<file path="src/core/cpura_regs.svh">
// Register offsets, field positions, reset values for the request arbiter.
// Assumes APB byte addresses; each register is one aligned 32-bit word.
`ifndef CPURA_REGS_SVH
`define CPURA_REGS_SVH

`define CPURA_OFF_CTRL     8'h00
`define CPURA_OFF_STATUS   8'h04
`define CPURA_OFF_COUNT_A  8'h08
`define CPURA_OFF_COUNT_B  8'h0c

`define CPURA_CTRL_CZ_EN   0
`define CPURA_CTRL_LVL_A   1
`define CPURA_CTRL_LVL_B   2
`define CPURA_CTRL_MODE_LO 4
`define CPURA_CTRL_MODE_HI 6

`define CPURA_ST_ACT_LO    0
`define CPURA_ST_ACT_HI    1
`define CPURA_ST_MODE_LO   2
`define CPURA_ST_MODE_HI   4
`define CPURA_ST_CHAN      5
`define CPURA_ST_REF_PEND  6
`define CPURA_ST_WAIT      7

`define CPURA_RST_COUNT    16'h0000
`define CPURA_COUNT_DONE   16'h0000

`endif

</file>
<file path="src/core/cpura_pkg.sv">
// Types shared by the request arbiter and its ranking stage.
// Assumes nothing beyond a SystemVerilog compiler.
package cpura_pkg;

    typedef enum logic [2:0] {
        CPURA_MODE_NORMAL = 3'h0,
        CPURA_MODE_HALT   = 3'h1,
        CPURA_MODE_PHALT  = 3'h2,
        CPURA_MODE_SLEEP  = 3'h3,
        CPURA_MODE_STOP   = 3'h4
    } cpura_mode_t;

    // Gray along idle -> refresh -> dma -> bus release
    typedef enum logic [1:0] {
        CPURA_ACT_IDLE    = 2'h0,
        CPURA_ACT_REFRESH = 2'h1,
        CPURA_ACT_DMA     = 2'h3,
        CPURA_ACT_BUSREL  = 2'h2
    } cpura_act_t;

    typedef enum logic [2:0] {
        CPURA_PICK_NONE  = 3'h0,
        CPURA_PICK_BUS   = 3'h1,
        CPURA_PICK_REF   = 3'h2,
        CPURA_PICK_DMA_A = 3'h3,
        CPURA_PICK_DMA_B = 3'h4
    } cpura_pick_t;

endpackage

</file>
<file path="src/core/cpura_rank.sv">
// Fixed-priority ranking of machine-cycle requests.
// Assumes the caller has already masked requests by mode and state.
`timescale 1ns/10ps
`default_nettype none

module cpura_rank
    import cpura_pkg::*;
(
    input  wire logic        bus_req,
    input  wire logic        ref_req,
    input  wire logic        dma_a_req,
    input  wire logic        dma_b_req,
    output cpura_pkg::cpura_pick_t pick
);

    always_comb begin
        if (bus_req) begin
            pick = CPURA_PICK_BUS;
        end else if (ref_req) begin
            pick = CPURA_PICK_REF;
        end else if (dma_a_req) begin
            pick = CPURA_PICK_DMA_A;
        end else if (dma_b_req) begin
            pick = CPURA_PICK_DMA_B;
        end else begin
            pick = CPURA_PICK_NONE;
        end
    end

endmodule

`default_nettype wire

</file>
<file path="src/core/cpura_arbiter.sv">
// Request arbiter of the processor: wait, refresh, DMA, bus release, interrupts.
// Assumes cycle and instruction boundary strobes from the sequencer, all
// inputs synchronous to clk, and an APB master for the control registers.
//
// The implementer's own choices: the APB interface to the registers and the placing of the registers.
`timescale 1ns/10ps
`default_nettype none

`include "cpura_regs.svh"

module cpura_arbiter
    import cpura_pkg::*;
(
    input  wire logic        clk,
    input  wire logic        reset_n,
    input  wire logic        psel,
    input  wire logic        penable,
    input  wire logic        pwrite,
    input  wire logic [7:0]  paddr,
    input  wire logic [31:0] pwdata,
    output logic      [31:0] prdata,
    output logic             pready,
    output logic             pslverr,
    input  wire logic        wait_n,
    input  wire logic        wait_sample_state,
    input  wire logic        machine_cycle,
    input  wire logic        instruction_end,
    input  wire logic        bus_request_n,
    input  wire logic        refresh_request,
    input  wire logic        dma_request_line_a,
    input  wire logic        dma_request_line_b,
    input  wire logic        nmi_n,
    input  wire logic        maskable_interrupt_input,
    output logic             wait_insert,
    output logic             bus_ack_n,
    output logic             refresh_grant,
    output logic             dma_grant,
    output logic             dma_channel,
    output logic             interrupt_accept,
    output cpura_pkg::cpura_mode_t op_mode
);

    typedef struct packed {
        cpura_act_t  act;
        cpura_mode_t op_mode;
        cpura_mode_t saved_mode;
        cpura_mode_t mode_req;
        logic        dma_chan;
        logic        ref_pend;
        logic        edge_a;
        logic        edge_b;
        logic        line_a_q;
        logic        line_b_q;
        logic        cz_en;
        logic        lvl_a;
        logic        lvl_b;
        logic [15:0] count_a;
        logic [15:0] count_b;
        logic        wait_ins;
        logic        int_acc;
        logic        pready;
        logic        pslverr;
        logic [31:0] prdata;
    } cpura_state_t;

    cpura_state_t s_reg;
    cpura_state_t s_next;
    cpura_pick_t  pick;

    logic        dma_a_live;
    logic        dma_b_live;
    logic        dma_a_ok;
    logic        dma_b_ok;
    logic        serve_all;
    logic        boundary;
    logic        cycle_done;
    logic        can_pick;
    logic        setup;
    logic        access;

    function automatic logic addr_known(input logic [7:0] a);
        addr_known = (a == `CPURA_OFF_CTRL) || (a == `CPURA_OFF_STATUS) ||
                     (a == `CPURA_OFF_COUNT_A) || (a == `CPURA_OFF_COUNT_B);
    endfunction

    function automatic logic [31:0] read_word(input logic [7:0] a, input cpura_state_t s);
        read_word = 32'h0000_0000;
        case (a)
            `CPURA_OFF_CTRL: begin
                read_word[`CPURA_CTRL_CZ_EN] = s.cz_en;
                read_word[`CPURA_CTRL_LVL_A] = s.lvl_a;
                read_word[`CPURA_CTRL_LVL_B] = s.lvl_b;
                read_word[`CPURA_CTRL_MODE_HI:`CPURA_CTRL_MODE_LO] = s.mode_req;
            end
            `CPURA_OFF_STATUS: begin
                read_word[`CPURA_ST_ACT_HI:`CPURA_ST_ACT_LO] = s.act;
                read_word[`CPURA_ST_MODE_HI:`CPURA_ST_MODE_LO] = s.op_mode;
                read_word[`CPURA_ST_CHAN] = s.dma_chan;
                read_word[`CPURA_ST_REF_PEND] = s.ref_pend;
                read_word[`CPURA_ST_WAIT] = s.wait_ins;
            end
            `CPURA_OFF_COUNT_A: read_word[15:0] = s.count_a;
            `CPURA_OFF_COUNT_B: read_word[15:0] = s.count_b;
            default: read_word = 32'h0000_0000;
        endcase
    endfunction

    // Channel request: level on a low line, or a latched falling edge; channel A also while cz_en is set
    assign dma_a_live = (s_reg.lvl_a ? ~dma_request_line_a : s_reg.edge_a)
                        || s_reg.cz_en;
    assign dma_b_live = s_reg.lvl_b ? ~dma_request_line_b : s_reg.edge_b;

    // Zero count or NMI low stops the channel outright
    assign dma_a_ok = dma_a_live && (s_reg.count_a != `CPURA_COUNT_DONE) && nmi_n
                      && !(s_reg.act == CPURA_ACT_DMA && s_reg.lvl_a && !s_reg.cz_en);
    assign dma_b_ok = dma_b_live && (s_reg.count_b != `CPURA_COUNT_DONE) && nmi_n
                      && !(s_reg.act == CPURA_ACT_DMA && s_reg.lvl_b);

    assign serve_all = (s_reg.mode_req == CPURA_MODE_NORMAL) ||
                       (s_reg.mode_req == CPURA_MODE_HALT) ||
                       (s_reg.mode_req == CPURA_MODE_PHALT);

    // Wait stalls the boundary, so nothing lower can slip past it
    assign boundary   = machine_cycle && !(wait_sample_state && !wait_n);
    assign cycle_done = boundary && (s_reg.act == CPURA_ACT_REFRESH ||
                                     s_reg.act == CPURA_ACT_DMA);
    assign can_pick   = boundary && (s_reg.act == CPURA_ACT_IDLE || cycle_done);

    cpura_rank u_rank (
        .bus_req   (can_pick && !bus_request_n),
        .ref_req   (can_pick && serve_all && s_reg.ref_pend),
        .dma_a_req (can_pick && serve_all && dma_a_ok),
        .dma_b_req (can_pick && serve_all && dma_b_ok),
        .pick      (pick)
    );

    assign setup  = psel && !penable;
    assign access = psel && penable && s_reg.pready;

    always_comb begin
        s_next = s_reg;
        s_next.int_acc  = 1'b0;
        s_next.line_a_q = dma_request_line_a;
        s_next.line_b_q = dma_request_line_b;

        // Wait honoured only in its sampling state, never inside refresh
        s_next.wait_ins = wait_sample_state && !wait_n &&
                          (s_reg.act != CPURA_ACT_REFRESH);

        // Falling-edge latches for edge-sensed channels
        if (s_reg.line_a_q && !dma_request_line_a) begin
            s_next.edge_a = 1'b1;
        end
        if (s_reg.line_b_q && !dma_request_line_b) begin
            s_next.edge_b = 1'b1;
        end

        // Byte count steps down once per completed DMA cycle
        if (cycle_done && s_reg.act == CPURA_ACT_DMA) begin
            if (!s_reg.dma_chan) begin
                s_next.count_a = s_reg.count_a - 16'h0001;
                if (s_reg.count_a == 16'h0001) begin
                    s_next.cz_en = 1'b0;
                end
            end else begin
                s_next.count_b = s_reg.count_b - 16'h0001;
            end
        end
        if (!nmi_n) begin
            s_next.cz_en = 1'b0;
        end

        // Activity state machine
        case (s_reg.act)
            CPURA_ACT_IDLE: begin
                if (!can_pick) begin
                    s_next.op_mode = s_reg.mode_req;
                end
            end
            CPURA_ACT_REFRESH, CPURA_ACT_DMA: begin
                if (cycle_done) begin
                    s_next.act     = CPURA_ACT_IDLE;
                    s_next.op_mode = s_reg.saved_mode;
                end
            end
            CPURA_ACT_BUSREL: begin
                if (bus_request_n) begin
                    s_next.act     = CPURA_ACT_IDLE;
                    s_next.op_mode = s_reg.saved_mode;
                end
            end
            default: begin
                s_next.act = CPURA_ACT_IDLE;
            end
        endcase

        // At most one grant per boundary
        case (pick)
            CPURA_PICK_BUS: begin
                s_next.act = CPURA_ACT_BUSREL;
                if (s_reg.ref_pend || refresh_request) begin
                    s_next.ref_pend = 1'b0;
                end
            end
            CPURA_PICK_REF: begin
                s_next.act      = CPURA_ACT_REFRESH;
                s_next.ref_pend = 1'b0;
            end
            CPURA_PICK_DMA_A: begin
                s_next.act      = CPURA_ACT_DMA;
                s_next.dma_chan = 1'b0;
                s_next.edge_a   = 1'b0;
            end
            CPURA_PICK_DMA_B: begin
                s_next.act      = CPURA_ACT_DMA;
                s_next.dma_chan = 1'b1;
                s_next.edge_b   = 1'b0;
            end
            default: begin
            end
        endcase
        if (pick != CPURA_PICK_NONE && s_reg.act == CPURA_ACT_IDLE) begin
            s_next.saved_mode = s_reg.mode_req;
        end

        // New refresh request wins over a grant clear, unless bus took it
        if (refresh_request && pick != CPURA_PICK_BUS) begin
            s_next.ref_pend = 1'b1;
        end
        if (!nmi_n) begin
            s_next.edge_a = 1'b0;
            s_next.edge_b = 1'b0;
        end

        // Interrupt only at instruction end, only when nothing higher acts
        if (instruction_end && maskable_interrupt_input &&
            !(wait_sample_state && !wait_n) && pick == CPURA_PICK_NONE &&
            s_reg.act == CPURA_ACT_IDLE) begin
            s_next.int_acc = 1'b1;
        end

        // APB slave: no wait state, data prepared in setup
        s_next.pready  = setup;
        s_next.pslverr = setup && !addr_known(paddr);
        if (setup) begin
            s_next.prdata = pwrite ? 32'h0000_0000 : read_word(paddr, s_reg);
        end
        if (access && pwrite) begin
            case (paddr)
                `CPURA_OFF_CTRL: begin
                    s_next.cz_en    = pwdata[`CPURA_CTRL_CZ_EN];
                    s_next.lvl_a    = pwdata[`CPURA_CTRL_LVL_A];
                    s_next.lvl_b    = pwdata[`CPURA_CTRL_LVL_B];
                    s_next.mode_req = cpura_mode_t'(pwdata[`CPURA_CTRL_MODE_HI:`CPURA_CTRL_MODE_LO]);
                end
                `CPURA_OFF_COUNT_A: s_next.count_a = pwdata[15:0];
                `CPURA_OFF_COUNT_B: s_next.count_b = pwdata[15:0];
                default: begin
                end
            endcase
        end
    end

    always_ff @(posedge clk or negedge reset_n) begin
        if (!reset_n) begin
            s_reg.act        <= CPURA_ACT_IDLE;
            s_reg.op_mode    <= CPURA_MODE_NORMAL;
            s_reg.saved_mode <= CPURA_MODE_NORMAL;
            s_reg.mode_req   <= CPURA_MODE_NORMAL;
            s_reg.dma_chan   <= 1'b0;
            s_reg.ref_pend   <= 1'b0;
            s_reg.edge_a     <= 1'b0;
            s_reg.edge_b     <= 1'b0;
            s_reg.line_a_q   <= 1'b1;
            s_reg.line_b_q   <= 1'b1;
            s_reg.cz_en      <= 1'b0;
            s_reg.lvl_a      <= 1'b0;
            s_reg.lvl_b      <= 1'b0;
            s_reg.count_a    <= `CPURA_RST_COUNT;
            s_reg.count_b    <= `CPURA_RST_COUNT;
            s_reg.wait_ins   <= 1'b0;
            s_reg.int_acc    <= 1'b0;
            s_reg.pready     <= 1'b0;
            s_reg.pslverr    <= 1'b0;
            s_reg.prdata     <= 32'h0000_0000;
        end else begin
            s_reg <= s_next;
        end
    end

    assign prdata           = s_reg.prdata;
    assign pready           = s_reg.pready;
    assign pslverr          = s_reg.pslverr;
    assign wait_insert      = s_reg.wait_ins;
    assign bus_ack_n        = (s_reg.act != CPURA_ACT_BUSREL);
    assign refresh_grant    = (s_reg.act == CPURA_ACT_REFRESH);
    assign dma_grant        = (s_reg.act == CPURA_ACT_DMA);
    assign dma_channel      = s_reg.dma_chan;
    assign interrupt_accept = s_reg.int_acc;
    assign op_mode          = s_reg.op_mode;

endmodule

`default_nettype wire

</file>
<file path="config.mk">
export PLATFORM = sky130hd
export DESIGN_NAME = cpura_arbiter
export DESIGN_NICKNAME = d
export VERILOG_FILES = /design/src/core/cpura_pkg.sv /design/src/core/cpura_rank.sv /design/src/core/cpura_arbiter.sv
export VERILOG_INCLUDE_DIRS = /design/src /design/src/core
export SDC_FILE = /design/constraint.sdc
export NUM_CORES = 1
export LEC_CHECK = 0
export ABC_AREA = 1
export BUFFER_PORTS_ARGS = -buffer_cell sky130_fd_sc_hd__buf_4
export CAP_MARGIN = 20
export CORE_UTILIZATION = 50
export CTS_CLUSTER_SIZE = 25
export DETAILED_ROUTE_END_ITERATION = 16
export GPL_ROUTABILITY_DRIVEN = 0
export PLACE_DENSITY = 0.74
export SLEW_MARGIN = 15
export SYNTH_ARGS = -nofsm -noshare
export SYNTH_HDL_FRONTEND = slang
export SYNTH_SLANG_ARGS = --single-unit
</file>
<file path="constraint.sdc">
create_clock -name clk -period 1.9 [get_ports clk]
set_input_delay 0.095 -clock clk [delete_from_list [all_inputs] [get_ports clk]]
set_output_delay 0.095 -clock clk [all_outputs]
set_load 0.1 [all_outputs]
</file>
==> metrics.txt <==
# TYPE chip_impl_metric gauge
chip_impl_info{name="outcome",value="finished, final reports clean"} 1
chip_impl_metric{name="cts_made_buffers",unit=""} 9
chip_impl_metric{name="top_level_ports",unit=""} 98
chip_impl_metric{name="gr-usage-all-layers",unit=""} 0.268
chip_impl_metric{name="insertion_delay",unit="ns"} 0.35
chip_impl_metric{name="routed_via_density",unit=""} 5.33
chip_impl_metric{name="final.setup.tns",unit="ns"} 0
chip_impl_metric{name="detail_route.drc_violations",unit=""} 0
chip_impl_metric{name="core.rowCount",unit=""} 35
chip_impl_info{name="rsz0062_at_grt",value="false"} 1
chip_impl_metric{name="sequential_fraction_of_the_synthesis_area",unit=""} 0.381
chip_impl_metric{name="synth_area_per_cell",unit="sq um"} 7.07
chip_impl_info{name="critical_path_class",value="reg -> reg"} 1
chip_impl_info{name="ys_top_cells_by_area",value="sky130_fd_sc_hd__dfrtp_1 (37%), sky130_fd_sc_hd__nand2_1 (17%), sky130_fd_sc_hd__inv_1 (6.0%)"} 1
chip_impl_metric{name="first_global_vias",unit=""} 4370
chip_impl_metric{name="area_delta_synth_final",unit="%"} 18.5
chip_impl_metric{name="initial_utilization",unit=""} 0.515
chip_impl_metric{name="grt_start_max_net_pins",unit=""} 37
chip_impl_metric{name="grt_overflow_total",unit=""} 0
chip_impl_metric{name="largest_register_ff_count",unit=""} 48
chip_impl_metric{name="detail_route.wirelength",unit="um"} 12400
chip_impl_metric{name="hold_violations",unit=""} 0
chip_impl_metric{name="clk_path_buf_depth",unit=""} 2
chip_impl_metric{name="drv_slew",unit=""} 0
chip_impl_metric{name="worst_ep_arrival_time",unit="ns"} 2.02
chip_impl_metric{name="post_cts.resized_instances",unit=""} 0
chip_impl_metric{name="antenna_violations_before_repair",unit=""} 0
chip_impl_info{name="grt_busiest_layer",value="met2"} 1
chip_impl_metric{name="worstPathMaxFanout",unit=""} 5
chip_impl_info{name="startpoint_type",value="register"} 1
chip_impl_metric{name="place_inst",unit=""} 827
chip_impl_metric{name="postLayoutCoreUtil",unit=""} 0.610
chip_impl_info{name="hold_path.class",value="in -> reg"} 1
chip_impl_metric{name="global_route_wire_length_before_repair",unit="um"} 20600
chip_impl_metric{name="post_drt_wl_per_cell",unit="um"} 14.4
chip_impl_metric{name="drv_cap",unit=""} 0
chip_impl_metric{name="fin_cells",unit=""} 860
chip_impl_metric{name="layout-drive-gt1-share",unit=""} 0.188
chip_impl_metric{name="yosys.cell_types.count",unit=""} 42
chip_impl_info{name="clockRootBuffer",value="sky130_fd_sc_hd__clkbuf_8"} 1
chip_impl_metric{name="irDropWorstVdd",unit="mV"} 0.600
chip_impl_metric{name="period_minus_ws_final",unit="ns"} 1.77
chip_impl_metric{name="dr.first_iter.drc_count",unit=""} 297
chip_impl_metric{name="netlist_area_pre_place",unit="sq um"} 4740
chip_impl_metric{name="post-synth-top-area-fraction",unit=""} 0.370
chip_impl_metric{name="syn-instance-count",unit=""} 670
chip_impl_metric{name="design.die.area",unit="sq um"} 9870
chip_impl_metric{name="core_footprint",unit="sq um"} 9200
chip_impl_metric{name="final_setup_violating_endpoints",unit=""} 0
chip_impl_metric{name="met3_usage",unit=""} 0.0408
chip_impl_metric{name="depth_of_the_cts_h_tree",unit=""} 3
chip_impl_metric{name="first_pass_iters",unit=""} 7
chip_impl_info{name="cts_tree",value="yes"} 1
chip_impl_metric{name="gr-usage-met2",unit=""} 0.435
chip_impl_metric{name="numPortBuffers",unit=""} 65
chip_impl_metric{name="maxClockFrequency",unit="GHz"} 0.566
chip_impl_metric{name="fin_crit_sh",unit=""} 0.930
chip_impl_metric{name="num_vias",unit=""} 4585
chip_impl_metric{name="detailedPlacementHpwl",unit="um"} 9450
chip_impl_info{name="post_synthesis_cell_type_with_the_largest_combined_area",value="sky130_fd_sc_hd__dfrtp_1"} 1
chip_impl_metric{name="drtAntennaViolNets",unit=""} 0
chip_impl_metric{name="critical_path_required",unit="ns"} 2.15
chip_impl_metric{name="nets",unit=""} 802
chip_impl_metric{name="postSynthRegisterBits",unit=""} 72
chip_impl_metric{name="dieWidth",unit="um"} 99.4
chip_impl_info{name="crit_path_end_kind",value="register"} 1
chip_impl_metric{name="post_cts_setup_driven_buffer_insertion_count",unit=""} 0
chip_impl_metric{name="final.setup_skew",unit="ns"} 0.00690
chip_impl_metric{name="yosysWarningCount",unit=""} 0
chip_impl_metric{name="clk_transition_reported_paths",unit="ns"} 0.08
chip_impl_metric{name="powerDensity",unit="nW/um^2"} 967
chip_impl_metric{name="clkSinkCount",unit=""} 72
chip_impl_metric{name="static-leakage-power",unit="nW"} 3.02
chip_impl_metric{name="met1_usage",unit=""} 0.360
chip_impl_metric{name="die_h",unit="um"} 99.4
chip_impl_metric{name="insertedDiodeCount",unit=""} 0
## routing by layer
metal  vias up  wire (um)  part of all wire
li1       2216          -                 -
met4         0        299             0.024
met2       199       5680              0.46
met3        27        878             0.071
met1      2143       5510              0.45
met5         -          0                 0
## final cells by class
cell class | instances | area (sq um)
Fill cell | 852 | 3580
Multi-Input combinational cell | 481 | 2360
Sequential cell | 72 | 1810
Tap cell | 111 | 139
Clock inverter | 6 | 92.6
Timing Repair Buffer | 93 | 753
Inverter | 87 | 327
Clock buffer | 10 | 138
## worst max-delay path, stage by stage, from the launching register on
cell	delay (ns)
sky130_fd_sc_hd__dfrtp_1	0.41
sky130_fd_sc_hd__inv_1	0.15
sky130_fd_sc_hd__ha_1	0.24
sky130_fd_sc_hd__nand2_1	0.08
sky130_fd_sc_hd__nor2_1	0.11
sky130_fd_sc_hd__nand2_1	0.10
sky130_fd_sc_hd__nand3_2	0.12
sky130_fd_sc_hd__nand2_1	0.09
sky130_fd_sc_hd__nor2_2	0.17
sky130_fd_sc_hd__nor2_2	0.07
sky130_fd_sc_hd__nand3_1	0.07
sky130_fd_sc_hd__nand2_1	0.05
## placed cells by master (no fill, tap or decap), types with 3 or more instances in the layout
master / count
sky130_fd_sc_hd__nand2_1: 209
sky130_fd_sc_hd__inv_1: 76
sky130_fd_sc_hd__buf_4: 75
sky130_fd_sc_hd__nor2_1: 69
sky130_fd_sc_hd__dfrtp_1: 69
sky130_fd_sc_hd__o21ai_0: 39
sky130_fd_sc_hd__nand3_1: 31
sky130_fd_sc_hd__a21oi_1: 17
sky130_fd_sc_hd__dlygate4sd3_1: 17
sky130_fd_sc_hd__conb_1: 16
sky130_fd_sc_hd__inv_2: 10
sky130_fd_sc_hd__clkbuf_8: 10
sky130_fd_sc_hd__nand4_1: 9
sky130_fd_sc_hd__xor2_1: 8
sky130_fd_sc_hd__a22o_1: 8
sky130_fd_sc_hd__o21ai_1: 7
sky130_fd_sc_hd__nand2_2: 6
sky130_fd_sc_hd__nor2_4: 6
sky130_fd_sc_hd__nor3_1: 6
sky130_fd_sc_hd__o22ai_1: 6
sky130_fd_sc_hd__nor2_2: 5
sky130_fd_sc_hd__or2_2: 5
sky130_fd_sc_hd__o211ai_1: 5
sky130_fd_sc_hd__o21a_1: 4
sky130_fd_sc_hd__xnor2_1: 3
sky130_fd_sc_hd__nand3_2: 3
sky130_fd_sc_hd__ha_1: 3
## cell usage after synthesis (all sizes together)
cell type	n
a22o	8
nand3	36
a21oi	18
buf	43
nand4	11
inv	86
clkinv	1
a31oi	1
a21boi	2
or2	6
ha	3
conb	1
o22ai	6
nor3	9
dfstp	2
xor2	8
dfrtp	70
nand2	217
clkbuf	2
xnor2	3
o211ai	5
nor2	81
o21a	4
o2111ai	1
o21ai	46
## where the power goes
part | internal (mW) | switching [mW] | leakage, nW
registers | 1.72 | 0.219 | 0.935
clock network | 0.779 | 0.619 | 0.109
logic | 0.562 | 1.53 | 1.98
## worst paths after layout
check	from	to	slack (ns)	cells after the start
min reg2reg	s_reg[81]	s_reg[81]	0.47	2
max reg2reg	s_reg[53]	s_reg[87]	0.13	11
min in group asynchronous	reset_n	prdata[13]	0.23	2
min	nmi_n	s_reg[70]	0.02	3
max in group asynchronous	reset_n	s_reg[71]	1.09	3
max	s_reg[53]	s_reg[87]	0.13	11
## cells by family after synthesis
kind of cell             after synthesis  synth area share
AND/OR/NAND/NOR                      360             0.345
buffers and inverters                132             0.134
adder cells (fa/ha/maj)                3           0.00792
other                                  1          0.000791
AO/OA/AOI/OAI                         91             0.112
XOR/XNOR                              11            0.0203
flip-flops                            72             0.381
## metrics by stage
step                      worst slack [ns]  total power, mW  instance area (sq um)  hold WS [ns]
after floorplan                     0.0453             3.50                   4800        -0.201
after global placement               0.261             3.94                   5210        0.0772
after detailed placement             0.195             4.01                   5210        0.0818
after CTS                            0.194             5.43                   5610       0.00611
after global routing                0.0337             5.70                   5610        0.0449
final                                0.133             5.43                   5610        0.0156
## what timing repair did
action,4_1_cts,5_1_grt
endpoints found under the hold margin,49,0
hold buffers,17,0
endpoints found under the setup margin,0,0
(Power assumes the default switching activity.)
